===== config.mk =====
export PLATFORM = sky130hd
export DESIGN_NAME = ipv4_acl_header_matcher
export DESIGN_NICKNAME = d
export VERILOG_FILES = /design/src/hdl/acl_match_pkg.sv /design/src/hdl/ipv4_acl_header_matcher.sv
export VERILOG_INCLUDE_DIRS = /design/src /design/src/hdl
export SDC_FILE = /design/constraint.sdc
export NUM_CORES = 1
export LEC_CHECK = 0
export BUFFER_PORTS_ARGS = -buffer_cell sky130_fd_sc_hd__buf_2
export CORE_MARGIN = 4
export CORE_UTILIZATION = 51
export CTS_CLUSTER_SIZE = 16
export DETAILED_ROUTE_END_ITERATION = 7
export GPL_TIMING_DRIVEN = 0
export PLACE_DENSITY = 0.87
export SLEW_MARGIN = 10
export SYNTH_ARGS = -nofsm -noshare
export SYNTH_HDL_FRONTEND = slang
export SYNTH_SLANG_ARGS = --single-unit

===== constraint.sdc =====
create_clock -name clk -period 5.6 [get_ports clk]
set_input_delay 0.28 -clock clk [delete_from_list [all_inputs] [get_ports clk]]
set_output_delay 0.28 -clock clk [all_outputs]
set_load 0.03 [all_outputs]

===== src/hdl/acl_match_regs.svh =====
// Register map, field layouts, reset values and encodings for the matcher.
// Assumes a 32-bit Avalon-MM slave with word-aligned byte addresses.
// Operation
// - IPv4 conditions apply only when the entry's frame type selects IPv4.
// - Protocol selector any ignores the protocol field.
// - Selector specific needs protocol equal to stored value, 0..255.
// - Selector ICMP needs ICMP frames plus the ICMP sub-condition result.
// - Selector UDP needs UDP frames plus the UDP port sub-condition result.
// - Selector TCP needs TCP frames plus the TCP sub-condition result.
// - TTL setting zero refuses frames whose TTL is above zero.
// - TTL setting non-zero lets frames with TTL above zero match.
// - TTL setting any disregards the TTL field.
// - Fragmented means more-fragments set or fragment offset nonzero.
// - Fragment no rejects fragmented frames; any ignores fragmentation.
// - Fragment yes lets fragmented frames match.
// - Options no rejects frames with options; any ignores options.
// - Options yes lets frames with options match.
// - Source selector any skips the source address compare.
// - Source selector host needs exact source address equality.
// - Source selector network compares source under the source mask.
// - Destination selector any skips the destination address compare.
// - Destination selector host needs exact destination address equality.
// - Destination selector network compares under the destination mask.
`ifndef ACL_MATCH_REGS_SVH
`define ACL_MATCH_REGS_SVH

// Byte offsets
`define OFS_CTRL 4'h0
`define OFS_SRC_ADDR 4'h4
`define OFS_SRC_MASK 4'h8
`define OFS_DST_ADDR 4'hC
`define OFS_STATUS 5'h10
`define OFS_COUNT 5'h14

// Control field positions
`define CTRL_FTYPE_LSB 0
`define CTRL_PROTO_LSB 2
`define CTRL_TTL_LSB 5
`define CTRL_FRAG_LSB 7
`define CTRL_OPT_LSB 9
`define CTRL_SRC_LSB 11
`define CTRL_DST_LSB 13
`define CTRL_PVAL_LSB 16
`define CTRL_DST_MASK_LSB 24

// Reset values
`define CTRL_RESET 32'h0000_0000
`define MASK_RESET 32'hFFFF_FFFF

// Protocol numbers carried in the header
`define PROTO_ICMP 8'h01
`define PROTO_TCP 8'h06
`define PROTO_UDP 8'h11

`endif


===== src/hdl/acl_match_pkg.sv =====
// Types for the IPv4 entry matcher.
// Assumes the constants header is included by users of field positions.
package acl_match_pkg;

  typedef enum logic [1:0] {FT_ANY, FT_IPV4, FT_OTHER, FT_RSVD} frame_type_t;
  typedef enum logic [2:0] {
    PR_ANY, PR_SPECIFIC, PR_ICMP, PR_UDP, PR_TCP, PR_R5, PR_R6, PR_R7
  } proto_sel_t;
  // Zero / non-zero / any style three-way setting
  typedef enum logic [1:0] {TRI_NO, TRI_YES, TRI_ANY, TRI_RSVD} tri_sel_t;
  typedef enum logic [1:0] {AD_ANY, AD_HOST, AD_NET, AD_RSVD} addr_sel_t;

  // Header fields from the frame parser
  typedef struct packed {
    logic is_ipv4;
    logic [7:0] protocol;
    logic [7:0] ttl;
    logic more_fragments_flag;
    logic [12:0] fragment_offset_field;
    logic has_options;
    logic [31:0] source_ipv4_address;
    logic [31:0] destination_ipv4_address;
  } ipv4_hdr_t;

  // Sub-condition results from the layer-4 matchers
  typedef struct packed {
    logic icmp_ok;
    logic udp_ok;
    logic tcp_ok;
  } l4_result_t;

endpackage : acl_match_pkg


===== src/hdl/ipv4_acl_header_matcher.sv =====
// IPv4 header matcher for one access_control_entry, with Avalon-MM
// registers holding the entry settings and a hit counter.
// Assumes a parser on the same clock giving a one-cycle valid strobe.
//
// Chosen here: the address map and the Avalon-MM register port.
`timescale 1ns/100ps
`default_nettype none
`include "acl_match_regs.svh"

module ipv4_acl_header_matcher
  import acl_match_pkg::*;
#(
  parameter int COUNT_W = 32
) (
  // Clock and reset
  input wire logic clk,
  input wire logic reset,
  // Avalon-MM slave
  input wire logic [4:0] address,
  input wire logic read,
  input wire logic write,
  input wire logic [31:0] writedata,
  input wire logic [3:0] byteenable,
  output logic [31:0] readdata,
  output logic waitrequest,
  output logic [1:0] response,
  // Frame parser side
  input wire logic hdr_valid,
  input wire ipv4_hdr_t hdr,
  input wire l4_result_t l4,
  // Decision
  output logic result_valid,
  output logic entry_hit
);

  // Byte-lane merge used by every writable register
  function automatic logic [31:0] merge(input logic [31:0] old_v,
                                        input logic [31:0] new_v,
                                        input logic [3:0] be);
    logic [31:0] r;
    r = old_v;
    for (int i = 0; i < 4; i++) begin
      if (be[i]) begin
        r[i*8 +: 8] = new_v[i*8 +: 8];
      end
    end
    return r;
  endfunction : merge

  // Masked address compare shared by both address filters
  function automatic logic addr_ok(input addr_sel_t sel,
                                   input logic [31:0] frame_a,
                                   input logic [31:0] stored_a,
                                   input logic [31:0] mask);
    logic ok;
    case (sel)
      AD_ANY: ok = 1'b1;
      AD_HOST: ok = (frame_a == stored_a);
      AD_NET: ok = ((frame_a & mask) == (stored_a & mask));
      default: ok = 1'b0;
    endcase
    return ok;
  endfunction : addr_ok

  // Three-way setting: no rejects the condition, yes requires it
  function automatic logic tri_ok(input tri_sel_t sel, input logic cond);
    logic ok;
    case (sel)
      TRI_NO: ok = !cond;
      TRI_YES: ok = cond;
      TRI_ANY: ok = 1'b1;
      default: ok = 1'b0;
    endcase
    return ok;
  endfunction : tri_ok

  // Register map, all words 32 bits wide:
  //   0x00 control, read/write
  //     [1:0]   frame type: any, IPv4, other, reserved
  //     [4:2]   protocol selector: any, specific, ICMP, UDP, TCP
  //     [6:5]   time-to-live: zero, non-zero, any
  //     [8:7]   fragment: no, yes, any
  //     [10:9]  options: no, yes, any
  //     [12:11] source selector: any, host, network
  //     [14:13] destination selector: any, host, network
  //     [23:16] protocol value for the specific selector
  //     [29:24] destination prefix length, 32 and above is all ones
  //   0x04 source address, read/write
  //   0x08 source mask, read/write, all ones after reset
  //   0x0C destination address, read/write
  //   0x10 status of the last strobe, read only
  //     [7] seen, [6] protocol, [5] time-to-live, [4] fragment,
  //     [3] options, [2] source, [1] destination, [0] hit
  //   0x14 hit count, read only, saturating, a write clears it unless a hit lands in the same cycle
  //
  // Reserved selector codes make their condition fail, so a half
  // written control word can never widen what the entry accepts.
  //
  // Bus timing: the first cycle of every access raises waitrequest,
  // the second lowers it. Writes land at that second edge, the one
  // at which the master sees waitrequest low, so a master that drops
  // its request early never leaves a half-written register behind.
  // Read data is captured in the first cycle and stands until the
  // next access, so it is settled long before the master takes it.
  //
  // Decision timing: the header and layer-4 results are sampled at
  // the strobe edge; the result strobe and the hit level follow one
  // cycle later. The hit level stands until the next strobe.
  //
  // Limitation: the destination mask is a prefix length only, so a
  // non-contiguous destination mask cannot be expressed. The source
  // mask is a full word and may hold any pattern.
  //
  // Storage for the entry settings and bus response
  logic [31:0] ctrl_q;
  logic [31:0] src_addr_q;
  logic [31:0] src_mask_q;
  logic [31:0] dst_addr_q;
  logic [COUNT_W-1:0] hit_count_q;
  logic [31:0] status_q;
  logic bus_ack_q;
  logic [31:0] readdata_q;
  logic [1:0] response_q;
  logic result_valid_q;
  logic entry_hit_q;

  // Destination mask is a prefix length in the top control byte,
  // trading a spare register slot for a contiguous-only mask.
  logic [5:0] dst_plen;
  logic [31:0] dst_mask;
  assign dst_plen = ctrl_q[`CTRL_DST_MASK_LSB +: 6];
  assign dst_mask = (dst_plen >= 6'd32) ? 32'hFFFF_FFFF :
                    ~(32'hFFFF_FFFF >> dst_plen[4:0]);

  // Decoded entry settings
  frame_type_t ftype;
  proto_sel_t psel;
  tri_sel_t ttl_sel;
  tri_sel_t frag_sel;
  tri_sel_t opt_sel;
  addr_sel_t src_sel;
  addr_sel_t dst_sel;
  logic [7:0] proto_val;
  assign ftype = frame_type_t'(ctrl_q[`CTRL_FTYPE_LSB +: 2]);
  assign psel = proto_sel_t'(ctrl_q[`CTRL_PROTO_LSB +: 3]);
  assign ttl_sel = tri_sel_t'(ctrl_q[`CTRL_TTL_LSB +: 2]);
  assign frag_sel = tri_sel_t'(ctrl_q[`CTRL_FRAG_LSB +: 2]);
  assign opt_sel = tri_sel_t'(ctrl_q[`CTRL_OPT_LSB +: 2]);
  assign src_sel = addr_sel_t'(ctrl_q[`CTRL_SRC_LSB +: 2]);
  assign dst_sel = addr_sel_t'(ctrl_q[`CTRL_DST_LSB +: 2]);
  assign proto_val = ctrl_q[`CTRL_PVAL_LSB +: 8];

  // Protocol condition
  logic proto_ok;
  always_comb begin
    case (psel)
      PR_ANY: proto_ok = 1'b1;
      PR_SPECIFIC: proto_ok = (hdr.protocol == proto_val);
      PR_ICMP: proto_ok = (hdr.protocol == `PROTO_ICMP) && l4.icmp_ok;
      PR_UDP: proto_ok = (hdr.protocol == `PROTO_UDP) && l4.udp_ok;
      PR_TCP: proto_ok = (hdr.protocol == `PROTO_TCP) && l4.tcp_ok;
      default: proto_ok = 1'b0;
    endcase
  end

  // Header conditions; TTL no means zero, yes means non-zero
  logic ttl_ok;
  logic fragmented;
  logic frag_ok;
  logic opt_ok;
  logic src_ok;
  logic dst_ok;
  assign ttl_ok = tri_ok(ttl_sel, hdr.ttl != 8'h00);
  assign fragmented = hdr.more_fragments_flag ||
                      (hdr.fragment_offset_field != 13'h0000);
  assign frag_ok = tri_ok(frag_sel, fragmented);
  assign opt_ok = tri_ok(opt_sel, hdr.has_options);
  assign src_ok = addr_ok(src_sel, hdr.source_ipv4_address,
                          src_addr_q, src_mask_q);
  assign dst_ok = addr_ok(dst_sel, hdr.destination_ipv4_address,
                          dst_addr_q, dst_mask);

  // Entry hit: all conditions at once, IPv4 entries on IPv4 frames only
  logic hit_now;
  assign hit_now = (ftype == FT_IPV4) && hdr.is_ipv4 &&
                   proto_ok && ttl_ok && frag_ok && opt_ok &&
                   src_ok && dst_ok;

  // Decision register, one result per parser strobe
  always_ff @(posedge clk or posedge reset) begin
    if (reset) begin
      result_valid_q <= 1'b0;
      entry_hit_q <= 1'b0;
    end else begin
      result_valid_q <= hdr_valid;
      if (hdr_valid) begin
        entry_hit_q <= hit_now;
      end
    end
  end

  // Hit counter and last-decision status; saturates rather than wraps
  always_ff @(posedge clk or posedge reset) begin
    if (reset) begin
      hit_count_q <= '0;
      status_q <= 32'h0000_0000;
    end else begin
      // A hit and a clear in one cycle: the hit wins, even saturated
      if (hdr_valid && hit_now) begin
        if (!(&hit_count_q)) begin
          hit_count_q <= hit_count_q + 1'b1;
        end
      end else if (bus_ack_q && write &&
                   address == `OFS_COUNT) begin
        hit_count_q <= '0;
      end
      if (hdr_valid) begin
        status_q <= {24'h00_0000, 1'b1, proto_ok, ttl_ok, frag_ok,
                     opt_ok, src_ok, dst_ok, hit_now};
      end
    end
  end

  // Bus handshake: every access answers one cycle after it is seen
  always_ff @(posedge clk or posedge reset) begin
    if (reset) begin
      bus_ack_q <= 1'b0;
    end else begin
      bus_ack_q <= (read || write) && !bus_ack_q;
    end
  end
  assign waitrequest = (read || write) && !bus_ack_q;

  // Register writes land at the edge where waitrequest is low
  always_ff @(posedge clk or posedge reset) begin
    if (reset) begin
      ctrl_q <= `CTRL_RESET;
      src_addr_q <= 32'h0000_0000;
      src_mask_q <= `MASK_RESET;
      dst_addr_q <= 32'h0000_0000;
    end else if (write && bus_ack_q) begin
      case (address)
        5'(`OFS_CTRL): ctrl_q <= merge(ctrl_q, writedata, byteenable);
        5'(`OFS_SRC_ADDR): begin
          src_addr_q <= merge(src_addr_q, writedata, byteenable);
        end
        5'(`OFS_SRC_MASK): begin
          src_mask_q <= merge(src_mask_q, writedata, byteenable);
        end
        5'(`OFS_DST_ADDR): begin
          dst_addr_q <= merge(dst_addr_q, writedata, byteenable);
        end
        default: ;
      endcase
    end
  end

  // Read data and response, captured when the access is first seen
  always_ff @(posedge clk or posedge reset) begin
    if (reset) begin
      readdata_q <= 32'h0000_0000;
      response_q <= 2'h0;
    end else if ((read || write) && !bus_ack_q) begin
      response_q <= 2'h0;
      readdata_q <= 32'h0000_0000;
      case (address)
        5'(`OFS_CTRL): readdata_q <= ctrl_q;
        5'(`OFS_SRC_ADDR): readdata_q <= src_addr_q;
        5'(`OFS_SRC_MASK): readdata_q <= src_mask_q;
        5'(`OFS_DST_ADDR): readdata_q <= dst_addr_q;
        `OFS_STATUS: readdata_q <= status_q;
        `OFS_COUNT: readdata_q <= 32'(hit_count_q);
        default: response_q <= 2'h2;  // Unmapped: slave error
      endcase
    end
  end

  assign readdata = readdata_q;
  assign response = response_q;
  assign result_valid = result_valid_q;
  assign entry_hit = entry_hit_q;

endmodule : ipv4_acl_header_matcher
`default_nettype wire


==> results of run 1 <==
-- per-layer routing --
metal  vias up  share of wire [%]
met2       750                 46
met4         0                7.1
met1      4831                 36
met3       194                 12
li1       4201                  -
met5         -                  0
-- Yosys cell counts (3+ instances only) --
cell      number  area share, %
a211o_1        4           0.33
a211oi_1       3           0.21
a21boi_0       3           0.21
a21o_1         9           0.63
a21oi_1       79            3.7
a221oi_1      35            2.8
a22o_1         7           0.57
a22oi_1       31            2.2
a31oi_1        4           0.23
a41oi_1        3           0.24
and2_1         5           0.29
and3_1        13           0.76
and4_1         3           0.24
buf_1          4           0.14
buf_2          3           0.14
clkbuf_1      40            1.4
dfrtp_1      171             40
dfstp_2       32            7.8
inv_1          7           0.24
mux2_2       134             14
mux2i_1       13            1.2
nand2_1       87            3.0
nand2b_1       9           0.52
nand3_1       25            1.2
nand3b_1       3           0.21
nand4_1       18            1.0
nor2_1        26           0.91
nor3_1        25            1.2
nor4_1        20            1.2
nor4b_1        3           0.24
o21ai_0       48            2.2
o22ai_1        3           0.17
o31ai_1        9           0.63
or2_2          6           0.35
or3_1          4           0.23
or4_1          8           0.56
xnor2_1       25            2.0
xor2_1        54            4.4
-- power breakdown --
group          switching (mW)  leakage, nW  internal (mW)
logic                   0.359         2.84          0.228
clock network           0.612        0.340          0.813
registers               0.112         2.64           1.58
total                    1.08         5.82           2.62
-- path summary, 6_finish.rpt --
check                                 end  slack (ns)
min in group asynchronous    readdata[16]        0.48
setup / recovery           hit_count_q[6]        1.79
setup reg to reg           hit_count_q[6]        1.79
max in group asynchronous   src_mask_q[1]        3.90
hold reg to reg               readdata[6]        0.47
hold / removal              src_mask_q[8]        0.06
-- layout by cell type (no fill, tap or decap), types with 18 or more instances in the layout --
| cell type | count |
|---|---|
| buf_2 | 183 |
| dfrtp_1 | 171 |
| mux2_2 | 134 |
| nand2_1 | 87 |
| a21oi_1 | 79 |
| xor2_1 | 54 |
| o21ai_0 | 48 |
| clkbuf_1 | 42 |
| a221oi_1 | 35 |
| dfstp_2 | 32 |
| a22oi_1 | 31 |
| nor2_1 | 26 |
| xnor2_1 | 25 |
| nand3_1 | 25 |
| nor3_1 | 21 |
| clkbuf_16 | 21 |
| nor4_1 | 19 |
| nand4_1 | 18 |
-- sequential cells by signal, indices dropped and copies added (netlist names) --
| signal | flops |
|---|---|
| bus_ack_q | 1 |
| ctrl_q | 32 |
| dst_addr_q | 32 |
| hit_count_q | 32 |
| readdata | 32 |
| response | 1 |
| result_valid | 1 |
| src_addr_q | 32 |
| src_mask_q | 32 |
| status_q | 8 |
-- kinds of logic after synthesis --
family	synth area share (%)
AOI/OAI and AO/OA	15.4
buffers and inverters	2.06
xor gates and xnor gates	6.42
other	0.0348
DFF	47.5
muxes	15.2
adders and majority gates	0.302
and+or+nand+nor	13.0
-- through the flow --
stage | hold WS (ns) | setup WS [ns] | power (mW)
floorplan | 0.311 | 2.72 | 2.02
global placement | 0.417 | 1.54 | 2.26
detailed placement | 0.417 | 1.98 | 2.28
CTS | 0.0452 | 1.93 | 3.68
global route | 0.0612 | 1.60 | 3.81
finish | 0.0571 | 1.79 | 3.71
-- final cells by class --
cell class              instances  area (um^2)  area share [%]
repair buffers                187         1020            7.95
flip-flops and latches        203         5120            39.8
clock inverters                13          128           0.993
multi-input cells             749         5460            42.5
inverters                       7         30.0           0.234
well taps                     270          338            2.63
plain buffers                  49          195            1.52
clock buffers                  25          561            4.36
-- repair_timing --
action / 4_1_cts / 5_1_grt
resized for setup: 0 / 0
hold buffers: 2 / 0
endpoints found under the hold margin: 33 / 0
==> results.md, run 1 <==
* Status: completed
* Post-DRT Antenna Nets at 0
* GRT met3 Usage at 6.53%
* Die height at 153 um
* Fin. Hold Viols at 0
* Avg WL per Cell at 25.1 um
* Initial DRC Count at 1,391
* Leakage at 5.82 nW
* Vias in the first global route at 9,711
* Clk sinks at 203
* Arrival @ worst endpoint at 4.21 ns
* Port buffer count at 179
* ANT cells at 0
* Die Footprint at 23,500 um^2
* Fin area at 12,800 um^2
* Worst-path clk slew at 0.06 ns
* Critical Path Source: hit_count_q[0]
* GRT Total Usage at 30.9%
* Seq/Total Area, Yosys at 47.5%
* Synth warnings at 0
* Distinct cells, synth at 64
* CTS Buf Count at 21
* Slowest CP cell: or4_1
* Vias per cell at 6.64
* Clock Skew at 0.0199 ns
* Ys flop type: dfrtp_1
* Levels on crit path at 11
* Worst vdd ir at 0.000196 V
* Remaining global-route overflow at 0
* Critical path class: reg -> reg
* Crit-path max FO at 10
* Gpl congestion at 1.04
* Hold Crit Depth at 2
* Critical Path Max Stage Delay at 0.67 ns
* GRT busiest layer: met2
* Buffers and inverters on the worst path at 1
* # Max-Cap Violations at 0
* Post-CTS Setup Inserts at 0
* Hold wc startpoint: writedata[8]
* CTS max path bufs at 3
* Via Count at 9,976
* Min Tclk post-route at 3.81 ns
* Met1 GRT Util at 40.1%
* Reg2reg start: hit_count_q[0]
* Met2 usage at 49.3%
* Initial antenna violation count at 0
* Cell count after synthesis at 1,008
* FILL cells at 1,588
* Syn_nets at 1,154
* Critical Path RT at 6.00 ns
* Fin Setup TNS at 0 ns
* Period utilization at 68.1%
* Core Box Area at 20,500 um^2
* Routed wire length at 37,700 um
* Syn Std Cell Area at 10,800 um^2
* DP HPWL at 29,000 um
* TritonRoute pass-1 iters at 6
* Pwr Density at 289 nW/um^2
* Die W at 153 um
* Final core utilization at 62.7%
* Type of origin of the critical path: flip-flop
* Worst reg2reg path depth at 11
* First-pass GRT wire length at 57,400 um
* Initial Util at 52.6%
* Fraction of layout cells with a size suffix above 1 at 33.7%
* Cell Area, Placed at 12,100 um^2
* Worst-path cell chain: ha_1, nand4_1, or4_1, nor2_1, nand4_1, nand2b_1, nor2_1, nand3_1, clkbuf_1, nor3_1, a211o_1
* Final #Nets at 1,364
* Slew HR at 10.6%
* CTS H-tree lvls at 1
* HP Class: in -> reg
* Non-filler cells, final at 1,503
* Placed insts at 1,463
* Unrepaired setup endpoints after global routing: no
* Synth Register Bits at 203
* Final setup vio count at 0
* Drt drc at 0
* EDFF count, synth at 0
* Largest net degree at the start of global routing at 40
* F_max at 0.262 GHz
* Root Driver: clkbuf_16
* Slew @ Worst Pin at 1.33 ns
* Clock Latency Late Sink at 0.51 ns
* # IOs at 182
* Area grow syn2layout at 19.3%
* Rows at 52
* CP Capture Type: flip-flop
* Max Slew Vio Count at 0
* Synth async-reset ratio at 100%
* Avg Inst Size Synth at 10.7 um^2
* Worst path top cell family by delay: simple AND/OR/NAND/NOR gates
* TritonCTS clock tree: yes
(Power assumes the default switching activity.)
==> run 2, diff against run 1 <==
--- a/config.mk
+++ b/config.mk
@@ -8,11 +8,11 @@
 export LEC_CHECK = 0
 export BUFFER_PORTS_ARGS = -buffer_cell sky130_fd_sc_hd__buf_2
 export CORE_MARGIN = 4
-export CORE_UTILIZATION = 51
+export CORE_UTILIZATION = 57
 export CTS_CLUSTER_SIZE = 16
 export DETAILED_ROUTE_END_ITERATION = 7
 export GPL_TIMING_DRIVEN = 0
-export PLACE_DENSITY = 0.87
+export PLACE_DENSITY = 0.92
 export SLEW_MARGIN = 10
 export SYNTH_ARGS = -nofsm -noshare
 export SYNTH_HDL_FRONTEND = slang
==> constraint.sdc (replaced) <==
create_clock -name clk -period 3.7 [get_ports clk]
set_input_delay 0.185 -clock clk [delete_from_list [all_inputs] [get_ports clk]]
set_output_delay 0.185 -clock clk [all_outputs]
set_load 0.03 [all_outputs]
==> results.md, run 2 (same netlist as run 1, synthesis figures left out) <==
* Status: completed
* Clock Skew at 0.0181 ns (-0.00188 ns)
* Slew HR at 13.1% (+2.4 points)
* Max Slew Vio Count at 0 (unchanged)
* Worst-path clk slew at 0.07 ns (about the same)
* Vias in the first global route at 10,706 (+10%)
* HP Class: in -> reg
* Commonest non-fill, non-tap cell in the layout: buf_2
* Pwr Density at 443 nW/um^2 (+53%)
* Critical Path RT at 4.12 ns (-1.88 ns)
* First-pass GRT wire length at 62,200 um (+8.4%)
* Via Count at 10,514 (+5.4%)
* Final core utilization at 70.6% (+7.9 points)
* Unrepaired setup endpoints after global routing: no
* TritonRoute pass-1 iters at 6 (unchanged)
* Initial DRC Count at 1,700 (+22%)
* Final #Nets at 1,395 (+2.3%)
* Clock Latency Late Sink at 0.52 ns (about the same)
* Initial antenna violation count at 1 (+1)
* Slew @ Worst Pin at 1.29 ns (-0.0363 ns)
* # Max-Cap Violations at 0 (unchanged)
* TritonCTS clock tree: yes
* CTS H-tree lvls at 1 (unchanged)
* Leakage at 5.98 nW (+2.8%)
* Fin. Hold Viols at 0 (unchanged)
* Routed wire length at 40,500 um (+7.7%)
* Crit-path max FO at 10 (unchanged)
* Largest net degree at the start of global routing at 42 (+5.0%)
* Min Tclk post-route at 3.62 ns (-0.195 ns)
* Reg2reg start: dst_addr_q[15]
* Remaining global-route overflow at 0 (unchanged)
* CTS Buf Count at 22 (+4.8%)
* Placed insts at 1,427 (-2.5%)
* Setup crit end: hit_count_q[28]
* ANT cells at 0 (unchanged)
* Clk sinks at 203 (unchanged)
* Vias per cell at 7.01 (+5.7%)
* Arrival @ worst endpoint at 4.04 ns (-0.17 ns)
* Avg WL per Cell at 27.0 um (+8.0%)
* Gpl congestion at 0.999 (-3.9%)
* Worst reg2reg path depth at 10 (-1)
* Rows at 50 (-3.8%)
* Worst R2R Setup Slack at 0.08 ns (-1.71 ns)
* Commonest cells after routing, fill and taps aside: 182 x buf_2, 171 x dfrtp_1, 134 x mux2_2
* Root Driver: clkbuf_16
* # IOs at 182 (unchanged)
* Die W at 145 um (-5.1%)
* Die height at 145 um (-5.1%)
* Port buffer count at 179 (unchanged)
* Type of origin of the critical path: flip-flop
* CP Capture Type: flip-flop
* Period utilization at 97.8% (+30 points)
* Fraction of layout cells with a size suffix above 1 at 33.1% (-0.54 points)
* Critical Path Source: dst_addr_q[15]
* GRT Total Usage at 37.3% (+6.5 points)
* Final setup vio count at 0 (unchanged)
* Critical path class: reg -> reg
* Non-filler cells, final at 1,499 (-0.27%)
* Worst vdd ir at 0.000317 V (+62%)
* F_max at 0.276 GHz (+5.4%)
* CTS max path bufs at 3 (unchanged)
* Fin area at 13,200 um^2 (+2.4%)
* Fin Setup TNS at 0 ns (unchanged)
* Area grow syn2layout at 22.2%
* Drt drc at 0 (unchanged)
* DP HPWL at 28,800 um (-0.66%)
* Cell Area, Placed at 12,100 um^2 (-0.35%)
* End of the worst register-to-register path: hit_count_q[28]
* Core Box Area at 18,600 um^2 (-9.0%)
* Initial Util at 57.8% (+5.2 points)
* Die Footprint at 21,200 um^2 (-10%)
* Post-DRT Antenna Nets at 0 (unchanged)
run 2: cell types whose count changed in the layout (fill, tap and decap cells not counted), moves of 2 or more:
cell / change
clkbuf_8: +2
clkbuf_16: +2
dlygate4sd3_1: +28
buf_4: +3
run 2: worst max-delay path: stages, from the launching register on:
cell	delay, ns
dfrtp_1	0.46
xor2_1	0.21
or4_1	0.56
nor4_2	0.33
o2bb2ai_1	0.11
nor4b_1	0.45
a31o_2	0.40
a21oi_1	0.17
clkbuf_1	0.30
buf_2	0.30
nor3_1	0.23
run 2: how the worst min path moves through the flow:
| stage | startpoint | end | slack (ns) | cells past startpoint |
|---|---|---|---|---|
| after floorplan | hdr_valid | result_valid | 0.22 | 0 |
| after global placement | hdr_valid | result_valid | 0.32 | 1 |
| after detailed placement | reset | readdata[19] | 0.32 | 2 |
| after CTS | writedata[20] | dst_addr_q[20] | 0.009 | 2 |
| after global routing | writedata[20] | src_mask_q[20] | 0.03 | 2 |
| final | writedata[20] | dst_addr_q[20] | 0.01 | 2 |
run 2: cell type report:
| cell class | count | area, um^2 |
|---|---|---|
| clock buffer | 29 | 638 |
| inverter | 7 | 30.0 |
| fill | 1232 | 5480 |
| sequential | 203 | 5120 |
| tap | 234 | 293 |
| multi-input combinational | 749 | 5450 |
| clock inverter | 11 | 114 |
| buffer | 49 | 196 |
| timing repair buffer | 217 | 1320 |
run 2: per-stage QoR:
step                      worst slack (ns)  hold WS [ns]  power, mW
after detailed placement             0.193         0.319       3.45
after global placement              -0.240         0.324       3.41
final                               0.0824        0.0122       5.83
after floorplan                      0.869         0.216       3.05
after CTS                            0.160       0.00856       5.74
after global routing                0.0384        0.0256       5.97
run 2: per-layer routing:
layer	global-route usage (%)	vias up	wire (um)
li1	-	4266	-
met2	59.1	920	18300
met3	11.2	286	5250
met4	22.0	0	3230
met5	0	-	0
met1	45.5	5042	13700
run 2: where the power goes:
group,leakage [nW],switching (mW),internal (mW)
Combinational,2.97,0.575,0.365
Sequential,2.64,0.182,2.40
Clock,0.376,0.952,1.36
run 2: repair_timing:
action                                  in CTS  in global routing
endpoints found under the setup margin       0                 11
setup buffers                                0                  2
hold endpoints to repair                   118                  0
resized for setup                            0                  2
hold buffers                                30                  0
